==> src/ctp_pkg.sv <==
// constants and types shared by the counter/timer block
package ctp_pkg;

    // register byte offsets
    localparam logic [5:0] CTP_OFF_CLKCTL = 6'h00;
    localparam logic [5:0] CTP_OFF_MODE   = 6'h04;
    localparam logic [5:0] CTP_OFF_RUN    = 6'h08;
    localparam logic [5:0] CTP_OFF_CNT0   = 6'h0c;
    localparam logic [5:0] CTP_OFF_CNT1   = 6'h10;
    localparam logic [5:0] CTP_OFF_CNT2   = 6'h14;
    localparam logic [5:0] CTP_OFF_RLD2   = 6'h18;
    localparam logic [5:0] CTP_OFF_STATUS = 6'h1c;
    localparam logic [5:0] CTP_OFF_MASK   = 6'h20;

    // clock control field positions
    localparam int CTP_CK_PRESCALE = 0;
    localparam int CTP_CK_T0SEL    = 2;
    localparam int CTP_CK_T1SEL    = 3;
    localparam int CTP_CK_T2SRC    = 4;
    localparam int CTP_CK_T2HSYS   = 6;
    // mode register field positions
    localparam int CTP_MD_MODE0    = 0;
    localparam int CTP_MD_CT0      = 2;
    localparam int CTP_MD_GATE_BIT_ZERO    = 3;
    localparam int CTP_MD_MODE1    = 4;
    localparam int CTP_MD_CT1      = 6;
    localparam int CTP_MD_GATE1    = 7;
    localparam int CTP_MD_POL0     = 8;
    localparam int CTP_MD_POL1     = 9;
    // run register field positions
    localparam int CTP_RN_RUN0     = 0;
    localparam int CTP_RN_RUN1     = 1;
    localparam int CTP_RN_RUN2     = 2;
    localparam int CTP_RN_SPLIT2   = 3;

    // reset values
    localparam logic [6:0]  CTP_RST_CLKCTL = 7'h00;
    localparam logic [9:0]  CTP_RST_MODE   = 10'h000;
    localparam logic [3:0]  CTP_RST_RUN    = 4'h0;
    localparam logic [15:0] CTP_RST_CNT    = 16'h0000;
    localparam logic [3:0]  CTP_RST_STATUS = 4'h0;
    localparam logic [3:0]  CTP_RST_MASK   = 4'h0;

    // divider counts, in system clock cycles, /12 ticks or external edges
    localparam logic [1:0] CTP_DIV4_LAST   = 2'h3;
    localparam logic [3:0] CTP_DIV12_LAST  = 4'hb;
    localparam logic [1:0] CTP_DIV48_LAST  = 2'h3;
    localparam logic [2:0] CTP_DIVX_LAST   = 3'h7;

    // shared prescale codes
    localparam logic [1:0] CTP_PS_DIV12    = 2'h0;
    localparam logic [1:0] CTP_PS_DIV4     = 2'h1;
    localparam logic [1:0] CTP_PS_DIV48    = 2'h2;
    // third timer source codes, other values pick the system clock
    localparam logic [1:0] CTP_T2_DIV12    = 2'h0;
    localparam logic [1:0] CTP_T2_EXT8     = 2'h1;

    typedef enum logic [1:0] {
        CTP_M13,
        CTP_M16,
        CTP_M8R,
        CTP_MSPLIT
    } ctp_mode_e;

endpackage : ctp_pkg

==> src/ctp_timers.sv <==
// three counter/timers with shared prescaler and avalon-mm registers
`timescale 1ns/1ps

module ctp_timers
    import ctp_pkg::*;
(
    input  wire logic        clock_i,
    input  wire logic        rst_n_i,
    input  wire logic [5:0]  avs_address_i,
    input  wire logic        avs_read_i,
    input  wire logic        avs_write_i,
    input  wire logic [31:0] avs_writedata_i,
    input  wire logic [3:0]  avs_byteenable_i,
    output logic      [31:0] avs_readdata_o,
    output logic             avs_waitrequest_o,
    input  wire logic        event_input_zero_i,
    input  wire logic        event_input_one_i,
    input  wire logic        gating_input_zero_i,
    input  wire logic        gating_input_one_i,
    input  wire logic        external_oscillator_clock_i,
    output logic             irq_o,
    output logic             baud_tick_o
);

    function automatic logic [31:0] ctp_merge(input logic [31:0] old,
                                              input logic [31:0] wd,
                                              input logic [3:0]  be);
        for (int i = 0; i < 4; i++) begin
            ctp_merge[i*8 +: 8] = be[i] ? wd[i*8 +: 8] : old[i*8 +: 8];
        end
    endfunction : ctp_merge

    // overflow in bit 16, new count below
    function automatic logic [16:0] ctp_step(input ctp_mode_e m,
                                             input logic [15:0] c);
        logic [13:0] s13;
        logic [16:0] s16;
        logic [8:0]  s8;
        s13 = {1'b0, c[15:8], c[4:0]} + 14'h0001;
        s16 = {1'b0, c} + 17'h00001;
        s8  = {1'b0, c[7:0]} + 9'h001;
        case (m)
            CTP_M13: ctp_step = {s13[13], s13[12:5], c[7:5], s13[4:0]};
            CTP_M16: ctp_step = s16;
            CTP_M8R: ctp_step = {s8[8], c[15:8], s8[8] ? c[15:8] : s8[7:0]};
            default: ctp_step = {s8[8], c[15:8], s8[7:0]};
        endcase
    endfunction : ctp_step

    logic [6:0]  clkctl;
    logic [9:0]  modereg;
    logic [3:0]  runreg;
    logic [15:0] cnt0;
    logic [15:0] cnt1;
    logic [15:0] cnt2;
    logic [15:0] rld2;
    logic [3:0]  status;
    logic [3:0]  mask;

    // bus handshake: one wait cycle, then the request is taken
    logic        req;
    logic        wr_en;
    logic        rd_take;
    logic [31:0] rdata;
    assign req     = avs_read_i | avs_write_i;
    assign wr_en   = avs_write_i & ~avs_waitrequest_o;
    assign rd_take = avs_read_i & avs_waitrequest_o;

    always_ff @(posedge clock_i or negedge rst_n_i) begin
        if (!rst_n_i) begin
            avs_waitrequest_o <= 1'b1;
        end else begin
            avs_waitrequest_o <= ~(req & avs_waitrequest_o);
        end
    end

    // field views
    logic [1:0] prescale;
    logic       t0_sel;
    logic       t1_sel;
    logic [1:0] t2_src;
    logic       t2h_sys;
    ctp_mode_e  mode0;
    ctp_mode_e  mode1;
    logic       ct0;
    logic       ct1;
    logic       gate_bit_zero;
    logic       gate1;
    logic       pol0;
    logic       pol1;
    logic       run0;
    logic       run1;
    logic       run2;
    logic       split2;
    assign prescale = clkctl[CTP_CK_PRESCALE +: 2];
    assign t0_sel   = clkctl[CTP_CK_T0SEL];
    assign t1_sel   = clkctl[CTP_CK_T1SEL];
    assign t2_src   = clkctl[CTP_CK_T2SRC +: 2];
    assign t2h_sys  = clkctl[CTP_CK_T2HSYS];
    assign mode0    = ctp_mode_e'(modereg[CTP_MD_MODE0 +: 2]);
    assign mode1    = ctp_mode_e'(modereg[CTP_MD_MODE1 +: 2]);
    assign ct0      = modereg[CTP_MD_CT0];
    assign ct1      = modereg[CTP_MD_CT1];
    assign gate_bit_zero    = modereg[CTP_MD_GATE_BIT_ZERO];
    assign gate1    = modereg[CTP_MD_GATE1];
    assign pol0     = modereg[CTP_MD_POL0];
    assign pol1     = modereg[CTP_MD_POL1];
    assign run0     = runreg[CTP_RN_RUN0];
    assign run1     = runreg[CTP_RN_RUN1];
    assign run2     = runreg[CTP_RN_RUN2];
    assign split2   = runreg[CTP_RN_SPLIT2];

    // merged write values
    logic [31:0] m_clk;
    logic [31:0] m_mode;
    logic [31:0] m_run;
    logic [31:0] m_cnt0;
    logic [31:0] m_cnt1;
    logic [31:0] m_cnt2;
    logic [31:0] m_rld2;
    logic [31:0] m_mask;
    assign m_clk  = ctp_merge({25'h0, clkctl}, avs_writedata_i, avs_byteenable_i);
    assign m_mode = ctp_merge({22'h0, modereg}, avs_writedata_i, avs_byteenable_i);
    assign m_run  = ctp_merge({28'h0, runreg}, avs_writedata_i, avs_byteenable_i);
    assign m_cnt0 = ctp_merge({16'h0, cnt0}, avs_writedata_i, avs_byteenable_i);
    assign m_cnt1 = ctp_merge({16'h0, cnt1}, avs_writedata_i, avs_byteenable_i);
    assign m_cnt2 = ctp_merge({16'h0, cnt2}, avs_writedata_i, avs_byteenable_i);
    assign m_rld2 = ctp_merge({16'h0, rld2}, avs_writedata_i, avs_byteenable_i);
    assign m_mask = ctp_merge({28'h0, mask}, avs_writedata_i, avs_byteenable_i);

    always_ff @(posedge clock_i or negedge rst_n_i) begin
        if (!rst_n_i) begin
            clkctl  <= CTP_RST_CLKCTL;
            modereg <= CTP_RST_MODE;
            runreg  <= CTP_RST_RUN;
            rld2    <= CTP_RST_CNT;
            mask    <= CTP_RST_MASK;
        end else if (wr_en) begin
            if (avs_address_i == CTP_OFF_CLKCTL) begin
                clkctl <= m_clk[6:0];
            end else if (avs_address_i == CTP_OFF_MODE) begin
                modereg <= m_mode[9:0];
            end else if (avs_address_i == CTP_OFF_RUN) begin
                runreg <= m_run[3:0];
            end else if (avs_address_i == CTP_OFF_RLD2) begin
                rld2 <= m_rld2[15:0];
            end else if (avs_address_i == CTP_OFF_MASK) begin
                mask <= m_mask[3:0];
            end
        end
    end

    // input synchronisers; first stage feeds only the second
    logic ev0_s1, ev0_s2, ev0_s3;
    logic ev1_s1, ev1_s2, ev1_s3;
    logic g0_s1, g0_s2, g1_s1, g1_s2;
    logic ex_s1, ex_s2, ex_s3;
    always_ff @(posedge clock_i or negedge rst_n_i) begin
        if (!rst_n_i) begin
            {ev0_s1, ev0_s2, ev0_s3} <= 3'h0;
            {ev1_s1, ev1_s2, ev1_s3} <= 3'h0;
            {g0_s1, g0_s2, g1_s1, g1_s2} <= 4'h0;
            {ex_s1, ex_s2, ex_s3} <= 3'h0;
        end else begin
            {ev0_s1, ev0_s2, ev0_s3} <= {event_input_zero_i, ev0_s1, ev0_s2};
            {ev1_s1, ev1_s2, ev1_s3} <= {event_input_one_i, ev1_s1, ev1_s2};
            {g0_s1, g0_s2} <= {gating_input_zero_i, g0_s1};
            {g1_s1, g1_s2} <= {gating_input_one_i, g1_s1};
            {ex_s1, ex_s2, ex_s3} <= {external_oscillator_clock_i, ex_s1, ex_s2};
        end
    end

    // edge detect keeps up with one event per two clocks at best
    logic ev0_fall;
    logic ev1_fall;
    logic ex_rise;
    assign ev0_fall = ev0_s3 & ~ev0_s2;
    assign ev1_fall = ev1_s3 & ~ev1_s2;
    assign ex_rise  = ex_s2 & ~ex_s3;

    // prescaler: /4 and /12 free running, /48 from /12, external /8
    logic [1:0] div4;
    logic [3:0] div12;
    logic [1:0] div48;
    logic [2:0] divx;
    logic tick4, tick12, tick48, tickx, pre_tick;
    assign tick4  = div4 == CTP_DIV4_LAST;
    assign tick12 = div12 == CTP_DIV12_LAST;
    assign tick48 = tick12 && div48 == CTP_DIV48_LAST;
    assign tickx  = ex_rise && divx == CTP_DIVX_LAST;

    always_ff @(posedge clock_i or negedge rst_n_i) begin
        if (!rst_n_i) begin
            div4  <= 2'h0;
            div12 <= 4'h0;
            div48 <= 2'h0;
            divx  <= 3'h0;
        end else begin
            div4  <= div4 + 2'h1;
            div12 <= tick12 ? 4'h0 : div12 + 4'h1;
            if (tick12) begin
                div48 <= div48 + 2'h1;
            end
            if (ex_rise) begin
                divx <= divx + 3'h1;
            end
        end
    end

    always_comb begin
        case (prescale)
            CTP_PS_DIV12: pre_tick = tick12;
            CTP_PS_DIV4:  pre_tick = tick4;
            CTP_PS_DIV48: pre_tick = tick48;
            default:      pre_tick = tickx;
        endcase
    end

    // timer clocks and enables
    logic tick0, tick1, t1_tclk, en0, en1, th0_go;
    assign tick0   = ct0 ? ev0_fall : (t0_sel | pre_tick);
    assign t1_tclk = t1_sel | pre_tick;
    assign tick1   = ct1 ? ev1_fall : t1_tclk;
    assign en0     = run0 & (~gate_bit_zero | (g0_s2 == pol0));
    assign en1     = run1 & (~gate1 | (g1_s2 == pol1)) & (mode1 != CTP_MSPLIT);
    // split timer zero: upper byte borrows run and clock of timer one
    assign th0_go  = mode0 == CTP_MSPLIT && run1 && t1_tclk;

    logic [16:0] st0;
    logic [16:0] st1;
    logic [8:0]  th0_inc;
    logic        ovf0_ev, th0_ev, ovf1_ev;
    logic [15:0] next_cnt0;
    logic [15:0] next_cnt1;
    assign st0     = ctp_step(mode0, cnt0);
    assign st1     = ctp_step(mode1, cnt1);
    assign th0_inc = {1'b0, cnt0[15:8]} + 9'h001;
    assign ovf0_ev = tick0 & en0 & st0[16];
    assign th0_ev  = th0_go & th0_inc[8];
    assign ovf1_ev = tick1 & en1 & st1[16];

    always_comb begin
        next_cnt0 = cnt0;
        if (tick0 && en0) begin
            next_cnt0 = st0[15:0];
        end
        if (th0_go) begin
            next_cnt0[15:8] = th0_inc[7:0];
        end
        next_cnt1 = cnt1;
        if (tick1 && en1) begin
            next_cnt1 = st1[15:0];
        end
    end

    // software writes override counting in the same cycle
    always_ff @(posedge clock_i or negedge rst_n_i) begin
        if (!rst_n_i) begin
            cnt0 <= CTP_RST_CNT;
            cnt1 <= CTP_RST_CNT;
        end else begin
            cnt0 <= (wr_en && avs_address_i == CTP_OFF_CNT0) ? m_cnt0[15:0] : next_cnt0;
            cnt1 <= (wr_en && avs_address_i == CTP_OFF_CNT1) ? m_cnt1[15:0] : next_cnt1;
        end
    end

    // third timer
    logic        tick2, tick2h, ovf2l_ev, ovf2h_ev;
    logic [15:0] next_cnt2;
    always_comb begin
        case (t2_src)
            CTP_T2_DIV12: tick2 = tick12;
            CTP_T2_EXT8:  tick2 = tickx;
            default:      tick2 = 1'b1;
        endcase
        tick2h    = t2h_sys | tick2;
        next_cnt2 = cnt2;
        ovf2l_ev  = 1'b0;
        ovf2h_ev  = 1'b0;
        if (!split2) begin
            if (run2 && tick2) begin
                ovf2l_ev  = &cnt2;
                next_cnt2 = ovf2l_ev ? rld2 : cnt2 + 16'h0001;
            end
        end else if (run2) begin
            if (tick2) begin
                ovf2l_ev = &cnt2[7:0];
                next_cnt2[7:0] = ovf2l_ev ? rld2[7:0] : cnt2[7:0] + 8'h01;
            end
            if (tick2h) begin
                ovf2h_ev = &cnt2[15:8];
                next_cnt2[15:8] = ovf2h_ev ? rld2[15:8] : cnt2[15:8] + 8'h01;
            end
        end
    end

    always_ff @(posedge clock_i or negedge rst_n_i) begin
        if (!rst_n_i) begin
            cnt2 <= CTP_RST_CNT;
        end else begin
            cnt2 <= (wr_en && avs_address_i == CTP_OFF_CNT2) ? m_cnt2[15:0] : next_cnt2;
        end
    end

    // sticky flags, write one to clear, a new event beats the clear
    logic [3:0] set_ev;
    logic [3:0] clr;
    logic [3:0] next_status;
    assign set_ev = {ovf2h_ev, ovf2l_ev, (mode0 == CTP_MSPLIT) ? th0_ev : ovf1_ev, ovf0_ev};
    assign clr    = (wr_en && avs_address_i == CTP_OFF_STATUS && avs_byteenable_i[0])
                    ? avs_writedata_i[3:0] : 4'h0;
    assign next_status = (status & ~clr) | set_ev;

    always_ff @(posedge clock_i or negedge rst_n_i) begin
        if (!rst_n_i) begin
            status <= CTP_RST_STATUS;
            irq_o  <= 1'b0;
        end else begin
            status <= next_status;
            irq_o  <= |(next_status & mask);
        end
    end

    // baud tick on every second overflow of timer one
    logic half;
    always_ff @(posedge clock_i or negedge rst_n_i) begin
        if (!rst_n_i) begin
            half        <= 1'b0;
            baud_tick_o <= 1'b0;
        end else begin
            if (ovf1_ev) begin
                half <= ~half;
            end
            baud_tick_o <= ovf1_ev & half;
        end
    end

    // read mux; unmapped offsets read zero
    always_comb begin
        if (avs_address_i == CTP_OFF_CLKCTL) begin
            rdata = {25'h0, clkctl};
        end else if (avs_address_i == CTP_OFF_MODE) begin
            rdata = {22'h0, modereg};
        end else if (avs_address_i == CTP_OFF_RUN) begin
            rdata = {28'h0, runreg};
        end else if (avs_address_i == CTP_OFF_CNT0) begin
            rdata = {16'h0, cnt0};
        end else if (avs_address_i == CTP_OFF_CNT1) begin
            rdata = {16'h0, cnt1};
        end else if (avs_address_i == CTP_OFF_CNT2) begin
            rdata = {16'h0, cnt2};
        end else if (avs_address_i == CTP_OFF_RLD2) begin
            rdata = {16'h0, rld2};
        end else if (avs_address_i == CTP_OFF_STATUS) begin
            rdata = {28'h0, status};
        end else if (avs_address_i == CTP_OFF_MASK) begin
            rdata = {28'h0, mask};
        end else begin
            rdata = 32'h0;
        end
    end

    always_ff @(posedge clock_i or negedge rst_n_i) begin
        if (!rst_n_i) begin
            avs_readdata_o <= 32'h0;
        end else if (rd_take) begin
            avs_readdata_o <= rdata;
        end
    end

endmodule : ctp_timers

==> config.mk <==
export PLATFORM = sky130hd
export DESIGN_NAME = ctp_timers
export DESIGN_NICKNAME = d
export VERILOG_FILES = /design/src/ctp_pkg.sv /design/src/ctp_timers.sv
export SDC_FILE = /design/constraint.sdc
export NUM_CORES = 1
export LEC_CHECK = 0
export BUFFER_PORTS_ARGS = -buffer_cell sky130_fd_sc_hd__buf_2
export CAP_MARGIN = 20
export CORE_UTILIZATION = 35
export DETAILED_ROUTE_END_ITERATION = 8
export MAX_ROUTING_LAYER = met4
export PLACE_DENSITY = 0.55
export SLEW_MARGIN = 0
export SYNTH_ARGS = -nofsm -noshare
export SYNTH_HDL_FRONTEND = slang
export SYNTH_SLANG_ARGS = --single-unit
==> constraint.sdc <==
create_clock -name clock_i -period 2.2 [get_ports clock_i]
set_input_delay 0.22 -clock clock_i [delete_from_list [all_inputs] [get_ports clock_i]]
set_output_delay 0.22 -clock clock_i [all_outputs]
set_load 0.02 [all_outputs]
==> results of run 1 <==
[final cells by class]
cell class                 instances  area [um^2]  share of cell area, %
clock buffer                      17          425                   3.96
multi-input combinational        685         4620                   43.0
timing repair buffer             219         1610                   15.0
sequential                       137         3430                   31.9
clock inverter                    15          218                   2.02
inverter                          15         56.3                  0.524
tap                              313          392                   3.64
[worst paths after layout]
check / start / to / slack, ns / cells after the start
max: modereg[8] / cnt0[10] / -0.08 / 9
min in group asynchronous: rst_n_i / ev1_s1 / 0.28 / 2
max in group asynchronous: rst_n_i / cnt1[15] / 1.27 / 3
min reg2reg: ex_s1 / ex_s2 / 0.35 / 0
max reg2reg: modereg[8] / cnt0[10] / -0.08 / 9
min: avs_read_i / avs_waitrequest_o / 0.01 / 2
[worst reg2reg max path, delay by kind of cell (launching register included)]
kind,cells,cell delay (ns)
AOI/OAI and AO/OA,6,1.22
buffers and inverters,2,0.32
DFF,1,0.45
xor gates and xnor gates,1,0.19
[repair_timing]
| item | 4_1_cts | 5_1_grt |
|---|---|---|
| pin swaps | 11 | 29 |
| setup buffers | 5 | 7 |
| hold buffers | 7 | 0 |
| gates resized for setup | 12 | 58 |
| setup endpoints to repair | 29 | 39 |
| gates cloned | 0 | 2 |
| hold endpoints to repair | 48 | 0 |
[where the power goes]
part	switching [uW]	internal [uW]
Clock	1230	1930
Sequential	279	2750
Combinational	835	679
[cells in the final DEF, fill, tap and decap left out, drive strengths merged, types with 6 or more instances in the layout]
cell type,netlist,routed
a21oi,63,63
xor2,10,10
nor2b,15,15
nand4,9,9
nor2,75,75
nor3,14,14
o21ai,60,60
a221oi,6,6
o31ai,7,7
o211ai,12,12
and3,9,9
o221ai,9,9
dfrtp,136,136
inv,15,19
ha,10,10
and2,6,6
a211oi,6,6
conb,1,16
a22o,12,12
a31oi,19,19
buf,37,212
mux2,45,45
clkbuf,26,17
a32oi,9,9
nand3,21,21
a22oi,26,26
mux2i,6,6
nand2,116,116
dlygate4sd3,0,7
o22a,6,6
nand2b,9,9
xnor2,15,15
[sequential cells by signal, summed over array words and instances (netlist names), 2 cells and up]
| signal | flops |
|---|---|
| avs_readdata_o | 16 |
| clkctl | 7 |
| cnt0 | 16 |
| cnt1 | 16 |
| cnt2 | 16 |
| div12 | 4 |
| div4 | 2 |
| div48 | 2 |
| divx | 3 |
| mask | 4 |
| modereg | 10 |
| rld2 | 16 |
| runreg | 4 |
| status | 4 |
[cells by family after synthesis]
logic type | after synthesis
other cells | 1
simple gates | 301
mux | 51
fa+ha+maj | 10
buf+inv | 78
flops | 137
compound gates | 282
xor+xnor | 25
[metal layers]
| metal | wire length (um) | vias to the layer above | part of all wire, % | GRT usage, % |
|---|---|---|---|---|
| met5 | 0 | - | 0 | - |
| met4 | 685 | 0 | 2.5 | 9.01 |
| met3 | 1370 | 37 | 4.9 | 3.15 |
| met2 | 12900 | 234 | 46 | 38.2 |
| met1 | 12900 | 3870 | 46 | 33.4 |
| li1 | - | 3633 | - | - |
[through the flow]
stage	hold WS, ns	setup WS, ns	cells
2_1_floorplan	-0.0756	0.0116	900
3_3_place_gp	0.186	-0.106	1349
3_5_place_dp	0.183	-0.147	1349
4_1_cts	0.00296	-0.0789	1393
5_1_grt	0.0105	-0.157	1401
6_report	0.0102	-0.0754	1401
==> results.cfg, run 1 <==
[timing]
setup_slack_ns = -0.0754
min_period_ns = 2.28
fin_skew_ns = 0.00979
finalSetupViolations = 10
worstMarginPinSlew_ns = 0.935
max_freq_mhz = 439
rsz0062_at_grt = yes
finalHoldViolCount = 0
tns_ns = -0.284
relSlewSlack_pct = 37.7
slew_viol_final = 0
period_share_pct = 103

[floorplan]
num_rows = 55
core_mm2 = 0.0228
die_x_um = 155
die_area_mm2 = 0.0240
die_h_um = 155
start_util_pct = 36.0
ios = 86

[worst_setup_path]
critPathKind = register to register
crit_path_start_kind = register
critical_path_arrival_ns = 2.59
max_stage_delay_ns = 0.45
end_kind = register
critPathMaxFanout = 6
crit_chain = xor2_1, a221oi_1, buf_4, o41ai_2, o211ai_1, o21a_2, buf_12, a31oi_1, a311o_1
cp_top_family = compound AO/OA/AOI/OAI gates
worst_ep_required_time_ns = 2.51
crit_slowest_cell = dfrtp_1
cp.buffers_inverters = 2

[finish]
n_fill_cell = 2190
layout-drive-gt1-share_pct = 32.3
layout.nets = 1136
utilization_pct = 47.2
diodes = 0
final_area_mm2 = 0.0108
area_delta_synth_final_pct = 31.2

[outcome]
violations = negative setup slack
outcome = finished with violations

[global_route]
grt_pass1_wl_um = 43800
grt_max_degree = 49
track_usage_pct = 24.8
grt_remaining_overflow = 0
antenna_found_initial = 0
grt_pass1_vias = 7584

[clock_tree]
cts_root_buffer = clkbuf_16
cts_tree = done
clock_sinks = 137
cts_made_buffers = 17
htree_levels = 4
clk_latency_ns = 0.43
clock_path_buffers = 2
cts.clk_slew.worst_paths_ns = 0.06

[synth]
synth_flop_cell = dfrtp_1
synth_common_cells = 136 x dfrtp_1, 113 x nand2_1, 71 x nor2_1
synth-edff-count = 0
synth_top_family_by_area = compound AO/OA/AOI/OAI gates
synthCells = 885
synth_top_area_share_pct = 41.5
synth-simple-area-share_pct = 18.1
syn_area_mm2 = 0.00820
yosysTopAreaCell = dfrtp_1
synth_most_common_cell = dfrtp_1
synth_xor_area_share_pct = 2.67
synthAdderAreaFrac_pct = 1.53
yosysWarningCount = 0
ys_seq_area_share_pct = 41.8
postSynth.asyncResetShare_pct = 100
synth_compound_gate_area_share_pct = 23.8
ys_seq_elements = 137
synth_mux_area_share_pct = 6.96
synth.distinct_cells = 82
synth_area_leaders = dfrtp_1 42%, mux2_2 6.0%, nand2_1 5.2%
syn_area_per_cell_um2 = 9.26

[placed_design]
place_area_mm2 = 0.00969
io_buffers = 51
place.gp.congestion = 0.926
hpwl_um = 21000

[power_and_ir_drop]
p_per_area_mw_per_mm2 = 716
power_uw = 7700
power_leakage_uw = 0.00478
peakVddDrop_mv = 0.383

[route]
drt_iter0_drc = 510
ant_nets = 0
vias = 7774
wl_per_cell_um = 19.9
first_pass_iters = 6
route.detailed.drc = 0
avgViaCountPerCell = 5.55
routed_wl_um = 27900

[min_path]
hold_path.class = primary input to register

[flow_run]
max-cap-violations = 0
Note: power is estimated with default switching activity, not from simulation.
==> run 2, diff against run 1 <==
SETUP_SLACK_MARGIN = 0.15   (was not set)
SLEW_MARGIN = not set   (was 0)
==> run 2 against run 1 <==
The flow still finishes with violations (negative setup slack). Total power shrank 1.4%. Sequential share of layout area shrank 0.61 points. Hold slack gained 0.0023 ns. Global-route usage grew 0.18 points. Setup slack gained 0.023 ns. Final cell count grew 0.43%. Non-clock buffer count grew 5. Sequential power is essentially flat. Wire length grew 0.99%. Utilization grew 0.92 points. Via count is essentially flat. Design area grew 1.9%. Critical path type unchanged. Highest routed layer unchanged.
==> results.cfg, run 2 (synthesis results as in run 1) <==
[outcome]
outcome = finished with violations
violations = negative setup slack

[route]
avgViaCountPerCell = 5.52
wl_per_cell_um = 20.0
route.detailed.drc = 0
drt_iter0_drc = 585
routed_wl_um = 28200
vias = 7771
first_pass_iters = 6
ant_nets = 0

[floorplan]
num_rows = 55
die_x_um = 155
die_area_mm2 = 0.0240
start_util_pct = 36.0
core_mm2 = 0.0228
ios = 86
die_h_um = 155

[power_and_ir_drop]
peakVddDrop_mv = 0.407
power_uw = 7590
power_leakage_uw = 0.00485
p_per_area_mw_per_mm2 = 692

[min_path]
hold_path.class = primary input to register

[timing]
fin_skew_ns = 0.0100
max_freq_mhz = 444
rsz0062_at_grt = yes
period_share_pct = 102
setup_slack_ns = -0.0523
min_period_ns = 2.25
finalHoldViolCount = 0
slew_viol_final = 0
finalSetupViolations = 9

[clock_tree]
clock_path_buffers = 2
cts_made_buffers = 17
cts.clk_slew.worst_paths_ns = 0.06
htree_levels = 4
cts_root_buffer = clkbuf_16
cts_tree = done
clock_sinks = 137
clk_latency_ns = 0.43

[finish]
layout.nets = 1142
fin_cells = 1407
layout_common_cells = 144 x buf_4, 136 x dfrtp_1, 103 x nand2_1
area_delta_synth_final_pct = 33.8
layout-drive-gt1-share_pct = 34.9
diodes = 0
layout_commonest_cell = buf_4

[placed_design]
io_buffers = 51
place.gp.congestion = 0.952
hpwl_um = 21000
dp_cells = 1351

[global_route]
track_usage_pct = 25.0
grt_max_degree = 43
grt_remaining_overflow = 0
grt_pass1_vias = 7592
antenna_found_initial = 0
grt_pass1_wl_um = 43800

[worst_setup_path]
end_kind = register
critPathMaxFanout = 3
critical_path_arrival_ns = 2.56
critPathKind = register to register
worst_ep_required_time_ns = 2.51
crit_path_start_kind = register

[flow_run]
max-cap-violations = 0
run 2: cell count changes in the layout (fill, tap and decap cells not counted), sizes merged:
cell / before / now
a21oi: 63 / 64
buf: 212 / 217
bufinv: 4 / 3
clkbuf: 17 / 18
clkinvlp: 3 / 1
inv: 19 / 21
run 2: power breakdown:
part	internal, uW	total, uW	leakage, uW	switching (uW)
registers	2750	3050	0.00177	304
clock network	1840	3070	0.000304	1230
logic	665	1470	0.00278	803
total	5250	7590	0.00485	2340
run 2: area by class of cell:
| class | instances | area, um^2 |
|---|---|---|
| Fill cell | 2150 | 11800 |
| Clock inverter | 14 | 184 |
| Multi-Input combinational cell | 686 | 4780 |
| Clock buffer | 18 | 439 |
| Timing Repair Buffer | 224 | 1690 |
| Sequential cell | 137 | 3430 |
| Tap cell | 313 | 392 |
| Inverter | 15 | 56.3 |
run 2: per-layer routing:
metal | part of all wire [%] | up-vias | GRT usage, %
met4 | 2.0 | 0 | 7.36
met1 | 45 | 3822 | 33.0
li1 | - | 3640 | -
met5 | 0 | - | -
met3 | 5.7 | 40 | 4.40
met2 | 47 | 269 | 39.0
run 2: path summary, 6_finish.rpt:
kind | start | endpoint | slack [ns] | cells after the start
worst max register to register | divx[0] | cnt0[10] | -0.05 | 11
min in group asynchronous | rst_n_i | g0_s1 | 0.28 | 2
worst min register to register | ex_s1 | ex_s2 | 0.35 | 0
worst min-delay path | avs_read_i | avs_waitrequest_o | 0.01 | 2
max in group asynchronous | rst_n_i | avs_waitrequest_o | 1.21 | 3
worst max-delay path | divx[0] | cnt0[10] | -0.05 | 11
run 2: stage by stage:
step	worst slack, ns	hold slack [ns]	instance area (um^2)	TNS, ns	utilization [%]
floorplan	0.0668	-0.0756	8310	0	-
global placement	-0.0808	0.182	9760	-0.606	42.9
detailed placement	-0.0923	0.186	9760	-0.898	42.9
CTS	-0.0579	0.000417	10700	-0.396	47.0
global route	-0.149	0.0276	11000	-2.09	48.1
finish	-0.0523	0.0125	11000	-0.294	48.1
run 2: repair_timing:
| item | in CTS | in global routing |
|---|---|---|
| cloned | 2 | 1 |
| pin swaps | 19 | 26 |
| hold buffers | 7 | 0 |
| resized for setup | 43 | 66 |
| endpoints found under the setup margin | 48 | 52 |
| buffers inserted | 8 | 6 |
| endpoints found under the hold margin | 44 | 0 |
run 2: worst max-delay path, cell delays in order, from the launching register on:
cell and delay [ns]:
dfrtp_1 0.38, ha_2 0.20, ha_4 0.16, nand4b_1 0.13, a21boi_4 0.09, buf_4 0.15, o31ai_4 0.20, buf_4 0.16
o21a_1 0.15, nor2_2 0.06, and4b_1 0.20, a311o_1 0.26
